<file path="src/design/perf_sel_pkg.sv">
/*
  Shared constants, field layouts and carrier types for the performance
  event qualification block. Assumes a 32-bit AXI4-Lite register bus and
  per-clock micro-op counts from the pipeline, all on one clock.
*/
package perf_sel_pkg;
  // Register byte offsets
  localparam logic [7:0] ADDR_EVSL = 8'h00;
  localparam logic [7:0] ADDR_CCFG = 8'h04;
  localparam logic [7:0] ADDR_COUNT = 8'h08;
  localparam logic [7:0] ADDR_STATUS = 8'h0c;
  // Field positions
  localparam int SEL_LSB = 25;
  localparam int SEL_W = 7;
  localparam int MASK_LSB = 9;
  localparam int MASK_W = 16;
  localparam int CSEL_LSB = 13;
  localparam int CSEL_W = 3;
  localparam int EN_BIT = 12;
  // Writable bits; the rest read as zero
  localparam logic [31:0] EVSL_WMASK = 32'hfffffe00;
  localparam logic [31:0] CCFG_WMASK = 32'h0000f000;
  // Values after reset
  localparam logic [31:0] EVSL_RST = 32'h00000000;
  localparam logic [31:0] CCFG_RST = 32'h00000000;
  localparam logic [31:0] COUNT_RST = 32'h00000000;
  // Event select codes
  localparam logic [6:0] EV_PI128 = 7'h1a;
  localparam logic [6:0] EV_LEGACY_FP = 7'h04;
  localparam logic [6:0] EV_FV_MOVE = 7'h2e;
  localparam logic [6:0] EV_POWER = 7'h13;
  localparam logic [6:0] EV_SWITCH = 7'h05;
  localparam logic [6:0] EV_QWRITE = 7'h09;
  // Counter configuration select codes
  localparam logic [2:0] CS_FIRM = 3'h1;
  localparam logic [2:0] CS_FSB = 3'h6;
  localparam logic [2:0] CS_UC = 3'h0;
  // Mask bit positions
  localparam int MB_ALL = 15;
  localparam int MB_PORT0 = 3;
  localparam int MB_PORT2 = 4;
  localparam int MB_RUNNING = 0;
  localparam int MB_ROM_XFER = 0;
  localparam int MB_BUILD = 0;
  localparam int MB_DELIVER = 1;
  localparam int MB_ROM_WR = 2;
  // Bus responses
  localparam logic [1:0] RESP_OKAY = 2'h0;
  localparam logic [1:0] RESP_SLVERR = 2'h2;
  localparam int INCR_W = 5;

  typedef struct packed {
    logic [6:0] sel;
    logic [15:0] mask;
    logic [2:0] csel;
    logic en;
  } cfg_t;

  typedef struct packed {
    logic [2:0] pi128;
    logic [2:0] fp_stack;
    logic [2:0] fp_stack_lsm;
    logic [2:0] lsm_p0;
    logic [2:0] lsm_p0_int;
    logic [2:0] lsm_p2;
    logic [2:0] lsm_p2_int;
    logic [2:0] qw_build;
    logic [2:0] qw_deliver;
    logic [2:0] qw_rom;
    logic active;
    logic switch_pulse;
  } ev_src_t;

  // Byte-lane merge of a bus write
  function automatic logic [31:0] apply_strb(input logic [31:0] old,
    input logic [31:0] data, input logic [3:0] strb);
    logic [31:0] r;
    r = old;
    for (int i = 0; i < 4; i++)
    begin
      if (strb[i])
        r[8*i +: 8] = data[8*i +: 8];
    end
    return r;
  endfunction

  // Count passed only when its mask bit is set
  function automatic logic [INCR_W-1:0] gate(input logic en,
    input logic [2:0] n);
    return en ? {2'h0, n} : 5'h00;
  endfunction

  // Qualifying part of a total; never wraps below zero
  function automatic logic [2:0] sat_sub(input logic [2:0] a,
    input logic [2:0] b);
    return (a > b) ? 3'(a - b) : 3'h0;
  endfunction
endpackage

</file>
<file path="src/design/event_qualifier.sv">
/*
  Combinational event decode: turns the configuration fields and the
  per-clock pipeline counts into the amount the counter advances.
  Assumes the caller registers the result where needed.
*/
module event_qualifier (
  input perf_sel_pkg::cfg_t cfg,
  input perf_sel_pkg::ev_src_t ev,
  output logic [perf_sel_pkg::INCR_W-1:0] incr
);
  // Select one event; unlisted codes or a wrong select count nothing
  always_comb
  begin
    incr = 5'h00;
    if (cfg.en)
    begin
      case (cfg.sel)
        perf_sel_pkg::EV_PI128:
          if (cfg.csel == perf_sel_pkg::CS_FIRM)
            incr = perf_sel_pkg::gate(cfg.mask[perf_sel_pkg::MB_ALL],
              ev.pi128);
        perf_sel_pkg::EV_LEGACY_FP:
          if (cfg.csel == perf_sel_pkg::CS_FIRM)
            incr = perf_sel_pkg::gate(cfg.mask[perf_sel_pkg::MB_ALL],
              perf_sel_pkg::sat_sub(ev.fp_stack, ev.fp_stack_lsm));
        perf_sel_pkg::EV_FV_MOVE:
          if (cfg.csel == perf_sel_pkg::CS_FIRM)
            incr = 5'(perf_sel_pkg::gate(cfg.mask[perf_sel_pkg::MB_PORT0],
              perf_sel_pkg::sat_sub(ev.lsm_p0, ev.lsm_p0_int))
              + perf_sel_pkg::gate(cfg.mask[perf_sel_pkg::MB_PORT2],
              perf_sel_pkg::sat_sub(ev.lsm_p2, ev.lsm_p2_int)));
        perf_sel_pkg::EV_POWER:
          if (cfg.csel == perf_sel_pkg::CS_FSB)
            incr = perf_sel_pkg::gate(cfg.mask[perf_sel_pkg::MB_RUNNING],
              {2'h0, ev.active});
        perf_sel_pkg::EV_SWITCH:
          if (cfg.csel == perf_sel_pkg::CS_UC)
            incr = perf_sel_pkg::gate(cfg.mask[perf_sel_pkg::MB_ROM_XFER],
              {2'h0, ev.switch_pulse});
        perf_sel_pkg::EV_QWRITE:
          if (cfg.csel == perf_sel_pkg::CS_UC)
            incr = 5'(perf_sel_pkg::gate(cfg.mask[perf_sel_pkg::MB_BUILD],
              ev.qw_build)
              + perf_sel_pkg::gate(cfg.mask[perf_sel_pkg::MB_DELIVER],
              ev.qw_deliver)
              + perf_sel_pkg::gate(cfg.mask[perf_sel_pkg::MB_ROM_WR],
              ev.qw_rom));
        default:
          incr = 5'h00;
      endcase
    end
  end
endmodule

</file>
<file path="src/design/event_counter.sv">
/*
  The 32-bit event counter. Software may load it; a load in the same
  clock as qualifying events keeps those events. Assumes one clock.
*/
module event_counter (
  input wire logic clk,
  input wire logic rstn,
  input wire logic load,
  input wire logic [31:0] load_val,
  input wire logic [perf_sel_pkg::INCR_W-1:0] incr,
  output logic [31:0] count_q
);
  // Whole clock's total is added at once, so no event is dropped
  always_ff @(posedge clk or negedge rstn)
  begin
    if (!rstn)
      count_q <= perf_sel_pkg::COUNT_RST;
    else if (load)
      count_q <= load_val + {27'h0, incr};
    else
      count_q <= count_q + {27'h0, incr};
  end
endmodule

</file>
<file path="src/design/perf_event_select_decoder.sv">
/*
  Performance event qualification block with its AXI4-Lite register
  file: event selection control, counter configuration, counter and
  status. Assumes pipeline counts and levels synchronous to CLK.
*/
// Added by the designer: the register offsets and register access over AXI4-Lite.
// Notes on behaviour
// - Select 1AH with mask bit 15 counts every 128-bit packed integer uop.
// - Each qualifying 128-bit uop counts, not each instruction.
// - Select 04H with config select 01H counts legacy float uops.
// - Mask bit 15 counts all legacy float uops, each one separately.
// - Legacy float event never counts load, store or move uops.
// - Select 2EH counts float/vector load, store and move uops.
// - Those uops are attributed to a mask bit by dispatch port 0 or 2.
// - Mask bit 3 picks stores and moves, mask bit 4 picks loads.
// - Integer moves never count; assist-flow uops still count.
// - Select 013H with config select 06H counts non-stopped cycles.
// - Mask bit 0 counts active time, including halt, clock-stop, throttling.
// - Select 05H counts each switch of delivery from trace cache to ROM.
// - Mask bit 0 qualifies each such delivery transfer.
// - Valid queue writes count; mask bits choose the write sources.
// - Queue mask bit 0 build, bit 1 deliver, bit 2 ROM writes.
module perf_event_select_decoder (
  input wire logic CLK,
  input wire logic RSTN,
  input wire logic AWVALID,
  output logic AWREADY,
  input wire logic [7:0] AWADDR,
  input wire logic WVALID,
  output logic WREADY,
  input wire logic [31:0] WDATA,
  input wire logic [3:0] WSTRB,
  output logic BVALID,
  input wire logic BREADY,
  output logic [1:0] BRESP,
  input wire logic ARVALID,
  output logic ARREADY,
  input wire logic [7:0] ARADDR,
  output logic RVALID,
  input wire logic RREADY,
  output logic [31:0] RDATA,
  output logic [1:0] RRESP,
  input wire logic [2:0] PI128_UOPS,
  input wire logic [2:0] FP_STACK_UOPS,
  input wire logic [2:0] FP_STACK_LSM_UOPS,
  input wire logic [2:0] LSM_P0_UOPS,
  input wire logic [2:0] LSM_P0_INT_UOPS,
  input wire logic [2:0] LSM_P2_UOPS,
  input wire logic [2:0] LSM_P2_INT_UOPS,
  input wire logic [2:0] QW_BUILD_UOPS,
  input wire logic [2:0] QW_DELIVER_UOPS,
  input wire logic [2:0] QW_ROM_UOPS,
  input wire logic CPU_RUNNING,
  input wire logic HALT_HANDLING,
  input wire logic CLKSTOP_HANDLING,
  input wire logic THROTTLING,
  input wire logic DELIVERY_FROM_ROM,
  output logic [31:0] COUNT_VALUE,
  output logic EVENT_HIT
);
  logic awready_q;
  logic wready_q;
  logic bvalid_q;
  logic [1:0] bresp_q;
  logic arready_q;
  logic rvalid_q;
  logic [31:0] rdata_q;
  logic [1:0] rresp_q;
  logic aw_got_q;
  logic w_got_q;
  logic [7:0] waddr_q;
  logic [31:0] wdata_q;
  logic [3:0] wstrb_q;
  logic [31:0] evsl_q;
  logic [31:0] ccfg_q;
  logic rom_prev_q;
  logic [perf_sel_pkg::INCR_W-1:0] incr_q;
  logic event_hit_q;
  logic do_write;
  logic wr_count;
  logic [7:0] wsel;
  logic wr_mapped;
  logic [31:0] count_load;
  logic [perf_sel_pkg::INCR_W-1:0] incr;
  perf_sel_pkg::cfg_t cfg;
  perf_sel_pkg::ev_src_t ev;

  // Low address bits are ignored so every access hits one word
  assign wsel = waddr_q & 8'hfc;
  assign do_write = aw_got_q && w_got_q && !bvalid_q;
  assign wr_mapped = (wsel == perf_sel_pkg::ADDR_EVSL)
    || (wsel == perf_sel_pkg::ADDR_CCFG)
    || (wsel == perf_sel_pkg::ADDR_COUNT)
    || (wsel == perf_sel_pkg::ADDR_STATUS);
  assign wr_count = do_write && (wsel == perf_sel_pkg::ADDR_COUNT);
  assign count_load = perf_sel_pkg::apply_strb(COUNT_VALUE, wdata_q,
    wstrb_q);

  // Configuration fields seen by the decoder
  assign cfg.sel = evsl_q[perf_sel_pkg::SEL_LSB +: perf_sel_pkg::SEL_W];
  assign cfg.mask = evsl_q[perf_sel_pkg::MASK_LSB +: perf_sel_pkg::MASK_W];
  assign cfg.csel = ccfg_q[perf_sel_pkg::CSEL_LSB +: perf_sel_pkg::CSEL_W];
  assign cfg.en = ccfg_q[perf_sel_pkg::EN_BIT];

  // Pipeline sources; assist flows are not filtered out here
  assign ev.pi128 = PI128_UOPS;
  assign ev.fp_stack = FP_STACK_UOPS;
  assign ev.fp_stack_lsm = FP_STACK_LSM_UOPS;
  assign ev.lsm_p0 = LSM_P0_UOPS;
  assign ev.lsm_p0_int = LSM_P0_INT_UOPS;
  assign ev.lsm_p2 = LSM_P2_UOPS;
  assign ev.lsm_p2_int = LSM_P2_INT_UOPS;
  assign ev.qw_build = QW_BUILD_UOPS;
  assign ev.qw_deliver = QW_DELIVER_UOPS;
  assign ev.qw_rom = QW_ROM_UOPS;
  // Halt, clock-stop and throttling handling all count as active
  assign ev.active = CPU_RUNNING || HALT_HANDLING || CLKSTOP_HANDLING
    || THROTTLING;
  // A rise of the ROM-delivery level is one switch away from the cache
  assign ev.switch_pulse = DELIVERY_FROM_ROM && !rom_prev_q;

  event_qualifier u_qual (
    .cfg(cfg),
    .ev(ev),
    .incr(incr)
  );

  event_counter u_count (
    .clk(CLK),
    .rstn(RSTN),
    .load(wr_count),
    .load_val(count_load),
    .incr(incr),
    .count_q(COUNT_VALUE)
  );

  // Write address channel: one address held until the response is taken
  always_ff @(posedge CLK or negedge RSTN)
  begin
    if (!RSTN)
    begin
      awready_q <= 1'b1;
      aw_got_q <= 1'b0;
      waddr_q <= 8'h00;
    end
    else if (AWVALID && awready_q)
    begin
      awready_q <= 1'b0;
      aw_got_q <= 1'b1;
      waddr_q <= AWADDR;
    end
    else if (do_write)
      aw_got_q <= 1'b0;
    else if (bvalid_q && BREADY)
      awready_q <= 1'b1;
  end

  // Write data channel, accepted independently of the address
  always_ff @(posedge CLK or negedge RSTN)
  begin
    if (!RSTN)
    begin
      wready_q <= 1'b1;
      w_got_q <= 1'b0;
      wdata_q <= 32'h00000000;
      wstrb_q <= 4'h0;
    end
    else if (WVALID && wready_q)
    begin
      wready_q <= 1'b0;
      w_got_q <= 1'b1;
      wdata_q <= WDATA;
      wstrb_q <= WSTRB;
    end
    else if (do_write)
      w_got_q <= 1'b0;
    else if (bvalid_q && BREADY)
      wready_q <= 1'b1;
  end

  // Write response; the read-only status word answers with an error too
  always_ff @(posedge CLK or negedge RSTN)
  begin
    if (!RSTN)
    begin
      bvalid_q <= 1'b0;
      bresp_q <= perf_sel_pkg::RESP_OKAY;
    end
    else if (do_write)
    begin
      bvalid_q <= 1'b1;
      bresp_q <= (wr_mapped && wsel != perf_sel_pkg::ADDR_STATUS)
        ? perf_sel_pkg::RESP_OKAY : perf_sel_pkg::RESP_SLVERR;
    end
    else if (bvalid_q && BREADY)
      bvalid_q <= 1'b0;
  end

  // Configuration registers; reserved bits are never stored
  always_ff @(posedge CLK or negedge RSTN)
  begin
    if (!RSTN)
    begin
      evsl_q <= perf_sel_pkg::EVSL_RST;
      ccfg_q <= perf_sel_pkg::CCFG_RST;
    end
    else if (do_write && wsel == perf_sel_pkg::ADDR_EVSL)
      evsl_q <= perf_sel_pkg::apply_strb(evsl_q, wdata_q, wstrb_q)
        & perf_sel_pkg::EVSL_WMASK;
    else if (do_write && wsel == perf_sel_pkg::ADDR_CCFG)
      ccfg_q <= perf_sel_pkg::apply_strb(ccfg_q, wdata_q, wstrb_q)
        & perf_sel_pkg::CCFG_WMASK;
  end

  // Read channel; the word is captured at the address handshake
  always_ff @(posedge CLK or negedge RSTN)
  begin
    if (!RSTN)
    begin
      arready_q <= 1'b1;
      rvalid_q <= 1'b0;
      rdata_q <= 32'h00000000;
      rresp_q <= perf_sel_pkg::RESP_OKAY;
    end
    else if (ARVALID && arready_q)
    begin
      arready_q <= 1'b0;
      rvalid_q <= 1'b1;
      rresp_q <= perf_sel_pkg::RESP_OKAY;
      unique case (ARADDR & 8'hfc)
        perf_sel_pkg::ADDR_EVSL: rdata_q <= evsl_q;
        perf_sel_pkg::ADDR_CCFG: rdata_q <= ccfg_q;
        perf_sel_pkg::ADDR_COUNT: rdata_q <= COUNT_VALUE;
        perf_sel_pkg::ADDR_STATUS:
          rdata_q <= {22'h000000, ev.active, rom_prev_q, 3'h0, incr_q};
        default:
        begin
          rdata_q <= 32'h00000000;
          rresp_q <= perf_sel_pkg::RESP_SLVERR;
        end
      endcase
    end
    else if (rvalid_q && RREADY)
    begin
      rvalid_q <= 1'b0;
      arready_q <= 1'b1;
    end
  end

  // Event history for edge detection and status
  always_ff @(posedge CLK or negedge RSTN)
  begin
    if (!RSTN)
    begin
      rom_prev_q <= 1'b0;
      incr_q <= 5'h00;
      event_hit_q <= 1'b0;
    end
    else
    begin
      rom_prev_q <= DELIVERY_FROM_ROM;
      incr_q <= incr;
      event_hit_q <= (incr != 5'h00);
    end
  end

  assign AWREADY = awready_q;
  assign WREADY = wready_q;
  assign BVALID = bvalid_q;
  assign BRESP = bresp_q;
  assign ARREADY = arready_q;
  assign RVALID = rvalid_q;
  assign RDATA = rdata_q;
  assign RRESP = rresp_q;
  assign EVENT_HIT = event_hit_q;

  logic firm;
  logic no_load;
  assign firm = cfg.en && cfg.csel == perf_sel_pkg::CS_FIRM;
  assign no_load = !wr_count;
endmodule

</file>
<file path="config.mk">
export PLATFORM = sky130hd
export DESIGN_NAME = perf_event_select_decoder
export DESIGN_NICKNAME = d
export VERILOG_FILES = /design/src/design/perf_sel_pkg.sv /design/src/design/event_qualifier.sv /design/src/design/event_counter.sv /design/src/design/perf_event_select_decoder.sv
export SDC_FILE = /design/constraint.sdc
export NUM_CORES = 1
export LEC_CHECK = 0
export BUFFER_PORTS_ARGS = -buffer_cell sky130_fd_sc_hd__buf_2
export CAP_MARGIN = 20
export CORE_MARGIN = 1
export CORE_UTILIZATION = 50
export DETAILED_ROUTE_END_ITERATION = 6
export PLACE_DENSITY = 0.77
export SKIP_LAST_GASP = 1
export SLEW_MARGIN = 30
export SYNTH_ARGS = -nofsm -noshare
export SYNTH_HDL_FRONTEND = slang
export SYNTH_SLANG_ARGS = --single-unit
</file>
<file path="constraint.sdc">
create_clock -name CLK -period 3.77 [get_ports CLK]
set_input_delay 0.754 -clock CLK [delete_from_list [all_inputs] [get_ports CLK]]
set_output_delay 0.754 -clock CLK [all_outputs]
set_load 0.01 [all_outputs]
</file>
* Word level (Yosys, flattened, before mapping) *
Index checks and enable logic that the tools add are counted.

word-level totals
  register bits = 153
  input port bits = 94
  output and inout bits = 74
  word-level logic and storage cells = 128

cells by class
  add/sub/neg operators = 8
  order comparisons = 3
  eq/ne operators = 17
  muxes and demuxes = 41
  bitwise gates (word level) = 1
  reductions and logical operators = 37

operators with widths
  kind                number
  $pmux 32 s4         1
  $add 32x5->32       2
  $mux 5              7
  $mux 32             1
  $mux 8              4
  $mux 3              10
  $pmux 5 s6          1
  $eq 6x2->1 const B  4
  $logic_not 8->1     2
  $add 5x5->5         3
  $mux 1              15
  $eq 7x3->1 const B  2
  $eq 7x5->1 const B  2
  $eq 6x1->1 const B  2
  $logic_and 1x1->1   12
  $reduce_bool 2->1   6
  $reduce_and 2->1    5
  $gt 3x3->1          3
  $sub 3x3->3         3
  $eq 7x4->1 const B  1
  $eq 7x6->1 const B  1
  $logic_or 1x1->1    6
  $ne 6x2->1 const B  1
  $reduce_bool 5->1   1
  other kinds (9)     12

* Logic depth before layout (Yosys ltp) *
Gate-level depths: netlist of run 1.

  depth after elaboration = 9
  mapped depth = 24
  gate-level depth less buffers = 23

* Cells and area by module *
A second synthesis of run 1 with hierarchy kept.

unflattened totals
  cell total of the unflattened synthesis = 727
  area total of the unflattened synthesis = 8350.5 µm²

by module, submodules not included
  module                     instances  cells an instance  area an instance (µm²)
  perf_event_select_decoder  1          374                5046.1
  event_counter              1          222                2294.7
  event_qualifier            1          131                1009.7

* Worst setup path before layout of run 1 *
No wires, ideal clock.

  path kind = input to register
  start = in LSM_P0_INT_UOPS[1]
  end = reg u_count.count_q[29]
  library setup time = 79 ps
  arrival = 4409 ps
  data required time = 3691 ps
  slack = -719 ps
  cell stages on the path = 24
  cells stage by stage = inv_1 -> ha_1 -> nor2b_1 -> o21ai_0 -> inv_1 -> o21ai_0 -> nor2_1 -> ha_1 -> inv_1 -> fa_1 -> nor2_1 -> a21oi_1 -> o211ai_1 -> nor2b_1 -> ha_1 -> a21o_1 -> a21oi_1 -> o21ai_0 -> and3_1 -> clkbuf_2 -> and2_1 -> clkbuf_1 -> nand4_1 -> xor2_1

on the way
  longest elaborated chain between the ends = 9
  elaborated cells on any way between the ends = 11
  those cells by class = add/sub: 4; order compare: 1; mux: 6

ends and longest elaborated chain
  element                                    RTL line                                  RTL
  start: declaration                         perf_event_select_decoder.sv:47           input wire logic [2:0] LSM_P0_INT_UOPS,
  $sub 3x3->3 or $gt 3x3->1 (tied branches)  perf_sel_pkg.sv:96                        return (a > b) ? 3'(a - b) : 3'h0;
  $mux 3 *                                   perf_sel_pkg.sv:96
  $mux 3 *                                   perf_sel_pkg.sv:90                        return en ? {2'h0, n} : 5'h00;
  $add 5x5->5 *                              event_qualifier.sv:30                     + perf_sel_pkg::gate(cfg.mask[perf_sel_pkg::MB_PORT2],
  $mux 5 *                                   event_qualifier.sv:27                     if (cfg.csel == perf_sel_pkg::CS_FIRM)
  $pmux 5 s6 *                               event_qualifier.sv:17                     case (cfg.sel)
  $mux 5 *                                   event_qualifier.sv:15                     if (cfg.en)
  via incr (one bit)                         perf_event_select_decoder.sv:84           logic [perf_sel_pkg::INCR_W-1:0] incr;
  $add 32x5->32 (on tied branches)           event_counter.sv:21, event_counter.sv:19
  $mux 32 *                                  event_counter.sv:18                       else if (load)
  end signal: assignment                     event_counter.sv:17                       count_q <= perf_sel_pkg::COUNT_RST;
  end signal: assignment                     event_counter.sv:19                       count_q <= load_val + {27'h0, incr};
  end signal: assignment                     event_counter.sv:21                       count_q <= count_q + {27'h0, incr};
  end: declaration                           event_counter.sv:11                       output logic [31:0] count_q

Mark *: on every way through the listed nets, which the timed path passes. The rest lies on a longest branch.
A chain may end at the register's enable or synchronous reset.

* Worst setup path in the final report of run 1 *
Same ends and word-level chain as after synthesis.

==> flow_metrics.tcl, run 1 <==
set metrics [dict create \
    drt_pass1_iterations 5 \
    synth.avg_cell_area_um2 10.9 \
    fp.dieH_um 126 \
    ys.flop_type "dfrtp_1" \
    rr_worst_depth 18 \
    r2r_slack_ns -0.06 \
    max_stage_delay_ns 0.51 \
    cp_top_family "adder cells" \
    port-buffer-count 161 \
    status "finished with violations" \
    rr_endpoint "u_count.count_q[30]" \
    dieArea_mm2 0.0159 \
    fin_tns_setup_ns -4.28 \
    htreeDepth 4 \
    timing.fmax_mhz 247 \
    cp-start-kind "primary input" \
    drtAntennaViolNets 0 \
    layout-drive-gt1-share 0.440 \
    setup_ws_ns -0.286 \
    hold_buffers 0 \
    r2r-start "evsl_q[11]" \
    worst_ir_drop_vdd_mv 0.366 \
    slew_viol_final 0 \
    path_class "primary input to flip-flop" \
    maxCapViolations 0 \
    root_buffer "clkbuf_16" \
    clockBufferDepth 2 \
    die_w_um 126 \
    setup_viol 28 \
    grt_max_degree 90 \
    grt_pass1_wl_mm 32.1 \
    period_share 1.08 \
    hp-class "primary input to asynchronous set/reset pin" \
    place.gp.congestion 0.841 \
    num_rows 45 \
    fin_nets 1064 \
    violations "negative setup slack" \
    slew_headroom 0.395 \
    path_depth 24 \
    synthCells 706 \
    cts_buffers 17 \
    leakagePower_uw 0.00501 \
    viasPerCell 5.61 \
    core_area_mm2 0.0151 \
    skew_ns 0.0110 \
    antenna_found_initial 1 \
    grt_pass1_vias 6291 \
    synth-edff-count 0 \
    grtUsageTotal 0.263 \
    crit_end "u_count.count_q[29]" \
    dpl_worst_slack_ns -0.866 \
    fillers 1097 \
    cts_sinks 149 \
    clk_latency_ns 0.42 \
    ys_types 53 \
    seq_area_frac_synth 0.483 \
    cp_max_fo 5 \
    drtIter0Drc 334 \
    async_flop_share 1.00 \
    endpoint_kind "flip-flop" \
    final_cell_mix "buf_2, dfrtp_1, nand2_1, mux2_2, buf_4" \
    max_slew.worst_pin.slew_ns 0.908 \
    synth_area_mm2 0.00772 \
    cts_tree "done" \
    min_period_ns 4.06 \
    place_area_mm2 0.00917 \
    hold_viol_final 0 \
    worstPathRequired_ns 4.08 \
    cp_slowest_cell "fa_2" \
    drc 0 \
    ys_ff_latch 149 \
    yosysWarningCount 0 \
    syn2layout_area_growth_pct 33.4 \
    worstPathBufferInverterCount 5 \
    via_count 6415 \
    place_hpwl_mm 14.1 \
    ios 168 \
    p_per_area_mw_per_mm2 524 \
    rsz0062_at_grt "true" \
    final_area_mm2 0.0103 \
    arrival_ns 4.36 \
    gr-total-overflow 0 \
    cp-startpoint "LSM_P0_INT_UOPS[1]" \
    total_power_uw 5400 \
    path_cells "buf_8 > inv_12 > ha_4 > nor2b_1 > o21ai_1 > inv_1 > o21ai_2 > nor2_1 > ha_2 > inv_2 > fa_2 > nor2_1 > a21oi_1 > o211ai_1 > nor2b_4 > buf_6 > ha_4 > a21o_1 > a21oi_2 > o21ai_2 > and3_4 > and2_4 > nand4_1 > xor2_1" \
    layout_commonest_cell "buf_2" \
    utilization 0.680 \
    clkTransAtPathRegs_ns 0.06 \
    start_util 0.510 \
    wl_per_cell_um 17.9 \
    finalWirelength_mm 20.5 \
]
## worst reg2reg max path: stages (launching register included)
cell	delay (ns)
dfrtp_1	0.44
nand2_1	0.10
fa_1	0.51
inv_1	0.05
ha_2	0.17
fa_1	0.47
o2bb2ai_1	0.16
a21oi_1	0.16
o21ai_2	0.09
nor2b_4	0.15
ha_4	0.26
a21o_1	0.12
a21oi_2	0.08
o21ba_4	0.22
nor4_4	0.15
buf_6	0.18
nand4_1	0.15
nor2_1	0.17
xnor2_1	0.12
## where the power goes
group / leakage, uW / internal [uW] / switching (uW) / total [uW]
Combinational: 0.00284 / 643 / 547 / 1190
Clock: 0.000305 / 1090 / 691 / 1780
Sequential: 0.00186 / 1980 / 457 / 2440
## per-layer routing
layer / vias to the layer above / share of wire / GRT usage / wire length (um)
li1: 2980 / - / - / -
met1: 3173 / 0.43 / 0.339 / 8830
met2: 223 / 0.49 / 0.431 / 10100
met3: 39 / 0.048 / 0.0497 / 987
met4: 0 / 0.032 / 0.124 / 659
met5: - / 0 / 0 / 0
## worst min-delay path by stage
stage	startpoint	to	slack [ns]	cells after the start
after floorplan	RSTN	BRESP[1]	0.46	0
after global placement	RDATA[7]	RDATA[7]	0.46	2
after detailed placement	RDATA[17]	RDATA[17]	0.47	2
after CTS	RSTN	wdata_q[3]	0.43	1
after global routing	RSTN	wdata_q[4]	0.45	1
final	RSTN	wdata_q[3]	0.37	1
## Yosys cell counts (all sizes together) (2+ instances only)
library cell | instances | area (um^2)
xnor2 | 17 | 149
mux2i | 37 | 370
nor4 | 7 | 73.8
and4 | 5 | 43.8
and3 | 4 | 25.0
nand2 | 86 | 323
and4b | 2 | 20.0
fa | 9 | 180
nand3 | 23 | 115
dfstp | 3 | 78.8
nand4 | 18 | 128
mux2 | 80 | 908
nor2b | 10 | 62.6
or4 | 2 | 15.0
o21a | 2 | 15.0
ha | 19 | 238
xor2 | 21 | 184
nor3 | 4 | 20.0
dfrtp | 146 | 3650
and2 | 10 | 62.6
inv | 28 | 105
o21ai | 54 | 270
a31oi | 5 | 31.3
clkbuf | 19 | 72.6
a22oi | 25 | 188
a21oi | 15 | 75.1
nand2b | 2 | 12.5
buf | 7 | 38.8
nor2 | 24 | 90.1
a21o | 4 | 30.0
or2 | 2 | 12.5
## cell families after synthesis
| kind of cell | synth area share |
|---|---|
| AOI/OAI and AO/OA | 0.0883 |
| other | 0.000486 |
| xor gates and xnor gates | 0.0431 |
| DFF | 0.483 |
| adders and majority gates | 0.0541 |
| and+or+nand+nor | 0.137 |
| buffers and inverters | 0.0280 |
| muxes | 0.166 |
## final cells by class
class | instances | area (um^2) | share of cell area
multi-input combinational | 504 | 4080 | 0.396
sequential | 149 | 3730 | 0.362
timing repair buffer | 242 | 1500 | 0.146
clock buffer | 19 | 453 | 0.0440
tap | 188 | 235 | 0.0228
clock inverter | 13 | 169 | 0.0164
inverter | 28 | 123 | 0.0119
antenna | 1 | 2.50 | 0.000243
## stage by stage
stage                     cells  hold WS, ns
final                      1144        0.373
after global routing       1144        0.451
after CTS                  1134        0.430
after detailed placement   1082        0.468
after global placement     1082        0.459
after floorplan             707        0.458
## registers in the layout, indices dropped and copies added, names as in the netlist, 4 cells and up
signal	count
RDATA	32
u_count.count_q	32
wdata_q	32
evsl_q	23
waddr_q	6
incr_q	5
ccfg_q	4
wstrb_q	4
## repair_timing
action | in CTS | in global routing
setup buffers | 20 | 9
resized for setup | 33 | 34
setup endpoints to repair | 23 | 27
pin swaps | 26 | 19
Note: power is estimated with default switching activity, not from simulation.
==> inputs of run 2 (changes only) <==
--- a/config.mk
+++ b/config.mk
@@ -5,12 +5,13 @@
 export SDC_FILE = /design/constraint.sdc
 export NUM_CORES = 1
 export LEC_CHECK = 0
-export BUFFER_PORTS_ARGS = -buffer_cell sky130_fd_sc_hd__buf_2
+export BUFFER_PORTS_ARGS = -buffer_cell sky130_fd_sc_hd__buf_4
 export CAP_MARGIN = 20
 export CORE_MARGIN = 1
-export CORE_UTILIZATION = 50
+export CORE_UTILIZATION = 44
 export DETAILED_ROUTE_END_ITERATION = 6
-export PLACE_DENSITY = 0.77
+export PLACE_DENSITY = 0.69
+export SKIP_CTS_REPAIR_TIMING = 1
 export SKIP_LAST_GASP = 1
 export SLEW_MARGIN = 30
 export SYNTH_ARGS = -nofsm -noshare
==> run 2 against run 1 <==
Compared with the run above:
- fmax up 0.50%
- the flow still finishes with violations (negative setup slack)
- register-to-register slack got worse by 0.07 ns
- clock power decreased by 5%
- via count decreased by 3.9%
- total power shrank 0.80%
==> flow_metrics.tcl, run 2 (synthesized netlist as in run 1, its figures left out) <==
set metrics [dict create \
    start_util 0.448 \
    dieArea_mm2 0.0181 \
    switching_share 0.325 \
    grt_pass1_vias 6164 \
    skew_ns 0.00726 \
    hold_viol_final 0 \
    viasPerCell 5.30 \
    hp-class "primary input to asynchronous set/reset pin" \
    gr-total-overflow 0 \
    endpoint_kind "flip-flop" \
    finalWirelength_mm 20.5 \
    intPower_uw 3610 \
    num_rows 48 \
    cts_buffers 17 \
    clockBufferDepth 2 \
    fin_nets 1046 \
    max_slew.worst_pin.slew_ns 0.879 \
    clkPwrFrac 0.316 \
    leakagePower_uw 0.00500 \
    antenna_found_initial 0 \
    worst_ir_drop_vdd_mv 0.372 \
    timing.hold.ws_ns 0.347 \
    place.gp.congestion 0.807 \
    diodes 0 \
    drc 0 \
    wl_per_cell_um 17.6 \
    place_hpwl_mm 14.8 \
    rsz0062_at_grt "true" \
    drtAntennaViolNets 0 \
    violations "negative setup slack" \
    period_share 1.07 \
    maxCapViolations 0 \
    root_buffer "clkbuf_16" \
    clk_latency_ns 0.43 \
    cp-start-kind "primary input" \
    p_sw_uw 1740 \
    utilization 0.610 \
    drtIter0Drc 339 \
    fp.dieH_um 134 \
    arrival_ns 4.35 \
    grt_pass1_wl_mm 32.0 \
    ios 168 \
    pwr-share-comb 0.229 \
    syn2layout_area_growth_pct 36.2 \
    grt_max_degree 86 \
    cts_sinks 149 \
    slew_viol_final 0 \
    cp_max_fo 5 \
    drt_pass1_iterations 5 \
    via_count 6162 \
    setup_ws_ns -0.265 \
    status "finished with violations" \
    cts_tree "done" \
    final_cell_mix "buf_4, dfrtp_1, nand2_1, mux2_2, o21ai_0" \
    die_w_um 134 \
    core_area_mm2 0.0172 \
    layout-drive-gt1-share 0.425 \
    htreeDepth 4 \
    path_class "primary input to flip-flop" \
    setup_viol 22 \
    timing.fmax_mhz 248 \
    place_inst 1117 \
    grtUsageTotal 0.233 \
    worstPathRequired_ns 4.08 \
    p_per_area_mw_per_mm2 509 \
    min_period_ns 4.04 \
    p_seq_frac 0.455 \
    port-buffer-count 161 \
    layout_commonest_cell "buf_4" \
    stdcell_count 1162 \
    clkTransAtPathRegs_ns 0.07 \
    slew_headroom 0.414 \
]
## run 2: layer usage
layer / routed length (um) / part of all wire / track usage / vias up
met1: 9330 / 0.46 / 0.314 / 3022
met5: 0 / 0 / 0 / -
met3: 1010 / 0.049 / 0.0586 / 27
met2: 9720 / 0.48 / 0.371 / 176
met4: 392 / 0.019 / 0.0699 / 0
li1: - / - / - / 2937
## run 2: layout make-up
class	instances	area (um^2)
fillers	1420	6720
multi-input cells	504	4040
flip-flops and latches	149	3730
repair buffers	224	1740
clock buffers	17	425
well taps	225	282
clock inverters	15	166
inverters	28	128
## run 2: stage by stage
| step | power (uW) | setup WS, ns | instance area, um^2 | setup TNS [ns] |
|---|---|---|---|---|
| floorplan | 3060 | -0.346 | 7830 | -5.26 |
| global placement | 3600 | -0.756 | 9600 | -15.45 |
| detailed placement | 3640 | -0.810 | 9600 | -16.79 |
| CTS | 5350 | -0.433 | 10200 | -5.34 |
| global route | 5620 | -0.417 | 10500 | -5.94 |
| finish | 5360 | -0.265 | 10500 | -2.93 |
## run 2: power groups by stage
stage / Combinational [uW] / Clock (uW) / Sequential (uW)
6_report: 1220 / 1690 / 2440
5_1_grt: 1350 / 1780 / 2490
4_1_cts: 1200 / 1720 / 2430
3_5_place_dp: 1190 / 0 / 2450
3_3_place_gp: 1160 / 0 / 2440
2_1_floorplan: 721 / 0 / 2330
## run 2: worst paths after layout
kind | startpoint | to | slack [ns] | cells after the start
worst max-delay path | LSM_P0_UOPS[0] | u_count.count_q[29] | -0.27 | 21
worst min-delay path | RSTN | RDATA[19] | 0.35 | 1
worst max register to register | evsl_q[10] | u_count.count_q[22] | -0.13 | 18
worst min register to register | RDATA[15] | RDATA[15] | 0.48 | 2
max in group asynchronous | RSTN | ARREADY | 2.56 | 2
min in group CLK | DELIVERY_FROM_ROM | rom_prev_q | 0.44 | 1
## run 2: worst max-delay path, cell delays in order
cell,delay [ns]
buf_8,0.10
clkinv_4,0.04
ha_4,0.13
inv_2,0.04
fa_1,0.50
and3_4,0.21
inv_4,0.03
fa_2,0.55
nor2_1,0.04
a21oi_1,0.12
o211ai_1,0.13
nor2b_4,0.17
buf_4,0.14
ha_4,0.25
a21o_1,0.12
a21oi_2,0.06
o21ai_2,0.19
and3_4,0.27
and2_4,0.21
nand4_1,0.12
xor2_1,0.19
==> inputs of run 3 (changes only) <==
--- a/config.mk
+++ b/config.mk
@@ -8,9 +8,8 @@
 export BUFFER_PORTS_ARGS = -buffer_cell sky130_fd_sc_hd__buf_4
 export CAP_MARGIN = 20
 export CORE_MARGIN = 1
-export CORE_UTILIZATION = 44
+export CORE_UTILIZATION = 40
 export DETAILED_ROUTE_END_ITERATION = 6
-export PLACE_DENSITY = 0.69
 export SKIP_CTS_REPAIR_TIMING = 1
 export SKIP_LAST_GASP = 1
 export SLEW_MARGIN = 30
==> run 3 against run 2 <==
Compared with the run above:
- the run still ends with negative setup slack left
- cell area increased by 1.1%
- via count grew 1.3%
- critical endpoint is now u_count.count_q[30]
- non-clock buffer count is the same
- highest routed layer unchanged
- fmax shrank 1.4%
- routed wire length increased by 5.4%
- count of clock-buffer cells in the layout grew 5
- critical path type unchanged
- critical path depth increased by 4
==> flow_metrics.tcl, run 3 (synthesized netlist as in run 1, its figures left out) <==
set metrics [dict create \
    fp.dieH_um 141 \
    drt_pass1_iterations 5 \
    wl_per_cell_um 18.0 \
    grt_max_degree 73 \
    min_period_ns 4.09 \
    setup_ws_ns -0.324 \
    fin_nets 1046 \
    clockBufferDepth 2 \
    port-buffer-count 161 \
    cp_max_fo 8 \
    cp_slowest_cell "fa_2" \
    layout_commonest_cell "buf_4" \
    slew_viol_final 0 \
    status "finished with violations" \
    core_area_mm2 0.0188 \
    timing.fmax_mhz 244 \
    final_cell_mix "buf_4, dfrtp_1, nand2_1, mux2_2, o21ai_0" \
    leakagePower_uw 0.00499 \
    grt_pass1_wl_mm 34.0 \
    viasPerCell 5.21 \
    rr_endpoint "u_count.count_q[30]" \
    fin_tns_setup_ns -4.47 \
    dieArea_mm2 0.0199 \
    cp_top_family "adder cells" \
    root_buffer "clkbuf_16" \
    clkTransAtPathRegs_ns 0.06 \
    worstPathRequired_ns 4.11 \
    num_rows 50 \
    htreeDepth 4 \
    setup_viol 23 \
    cts_sinks 149 \
    ios 168 \
    maxCapViolations 0 \
    hp-class "primary input to asynchronous set/reset pin" \
    antenna_found_initial 0 \
    clk_latency_ns 0.42 \
    via_count 6242 \
    cp-startpoint "LSM_P2_INT_UOPS[1]" \
    layout-drive-gt1-share 0.426 \
    drtAntennaViolNets 0 \
    place_area_mm2 0.00966 \
    diodes 0 \
    start_util 0.410 \
    path_class "primary input to flip-flop" \
    drtIter0Drc 284 \
    finalWirelength_mm 21.6 \
    final_area_mm2 0.0106 \
    hold_viol_final 0 \
    place_hpwl_mm 15.7 \
    rr_worst_depth 18 \
    fillers 1605 \
    skew_ns 0.0112 \
    grt_pass1_vias 6303 \
    slew_headroom 0.367 \
    place.gp.congestion 0.838 \
    worstPathBufferInverterCount 5 \
    die_w_um 141 \
    r2r_slack_ns -0.26 \
    max_stage_delay_ns 0.32 \
    arrival_ns 4.44 \
    drc 0 \
    utilization 0.565 \
    gr-total-overflow 0 \
    syn2layout_area_growth_pct 37.8 \
    total_power_uw 5480 \
    cts_buffers 17 \
    rsz0062_at_grt "true" \
    max_slew.worst_pin.slew_ns 0.950 \
    grtUsageTotal 0.224 \
    violations "negative setup slack" \
    worst_ir_drop_vdd_mv 0.325 \
    p_per_area_mw_per_mm2 515 \
    dpl_worst_slack_ns -0.919 \
    period_share 1.09 \
    r2r-start "evsl_q[11]" \
    endpoint_kind "flip-flop" \
    cp-start-kind "primary input" \
    cts_tree "done" \
]
[run 3: cell count changes in the layout (fill, tap and decap cells not counted), sizes merged]
cell,before,now
bufinv,1,3
clkbuf,17,22
inv,34,28
clkinvlp,1,4
clkinv,7,3
[run 3: worst register-to-register path: cells and delay by family (launching register included)]
family,cells,cell delay (ns)
AO/OA/AOI/OAI,6,0.83
XOR/XNOR,1,0.12
adder cells (fa/ha/maj),4,1.50
buffers and inverters,2,0.23
flip-flops,1,0.43
AND/OR/NAND/NOR,5,0.85
[run 3: power by group]
group	total, uW	internal (uW)	switching (uW)	leakage, uW
clock	1790	1120	671	0.000295
combinational	1250	705	546	0.00283
sequential	2440	1980	459	0.00186
[run 3: metal layers]
layer | vias to the layer above | GRT usage | wire length, um
li1 | 2940 | - | -
met1 | 3070 | 0.303 | 9540
met2 | 209 | 0.364 | 10500
met3 | 23 | 0.0448 | 1200
met4 | 0 | 0.0618 | 324
met5 | - | 0 | 0
[run 3: worst max path at each step]
stage,to,slack (ns),cells past startpoint
final,u_count.count_q[30],-0.32,25
after CTS,u_count.count_q[22],-0.51,24
after global placement,u_count.count_q[26],-0.78,24
after floorplan,u_count.count_q[29],-0.35,24
after detailed placement,u_count.count_q[26],-0.92,24
after global routing,u_count.count_q[30],-0.52,24
[run 3: cell type report]
class	count	area, um^2	share of cell area
Clock buffer	22	484	0.0455
Clock inverter	10	146	0.0138
Inverter	28	125	0.0118
Multi-Input combinational cell	504	4080	0.384
Sequential cell	149	3730	0.351
Tap cell	260	325	0.0306
Timing Repair Buffer	224	1740	0.164
[run 3: metrics by stage]
| stage | cells | hold WS (ns) |
|---|---|---|
| after global placement | 1154 | 0.470 |
| after CTS | 1186 | 0.368 |
| final | 1197 | 0.334 |
| after detailed placement | 1154 | 0.476 |
| after global routing | 1197 | 0.380 |
| after floorplan | 707 | 0.458 |
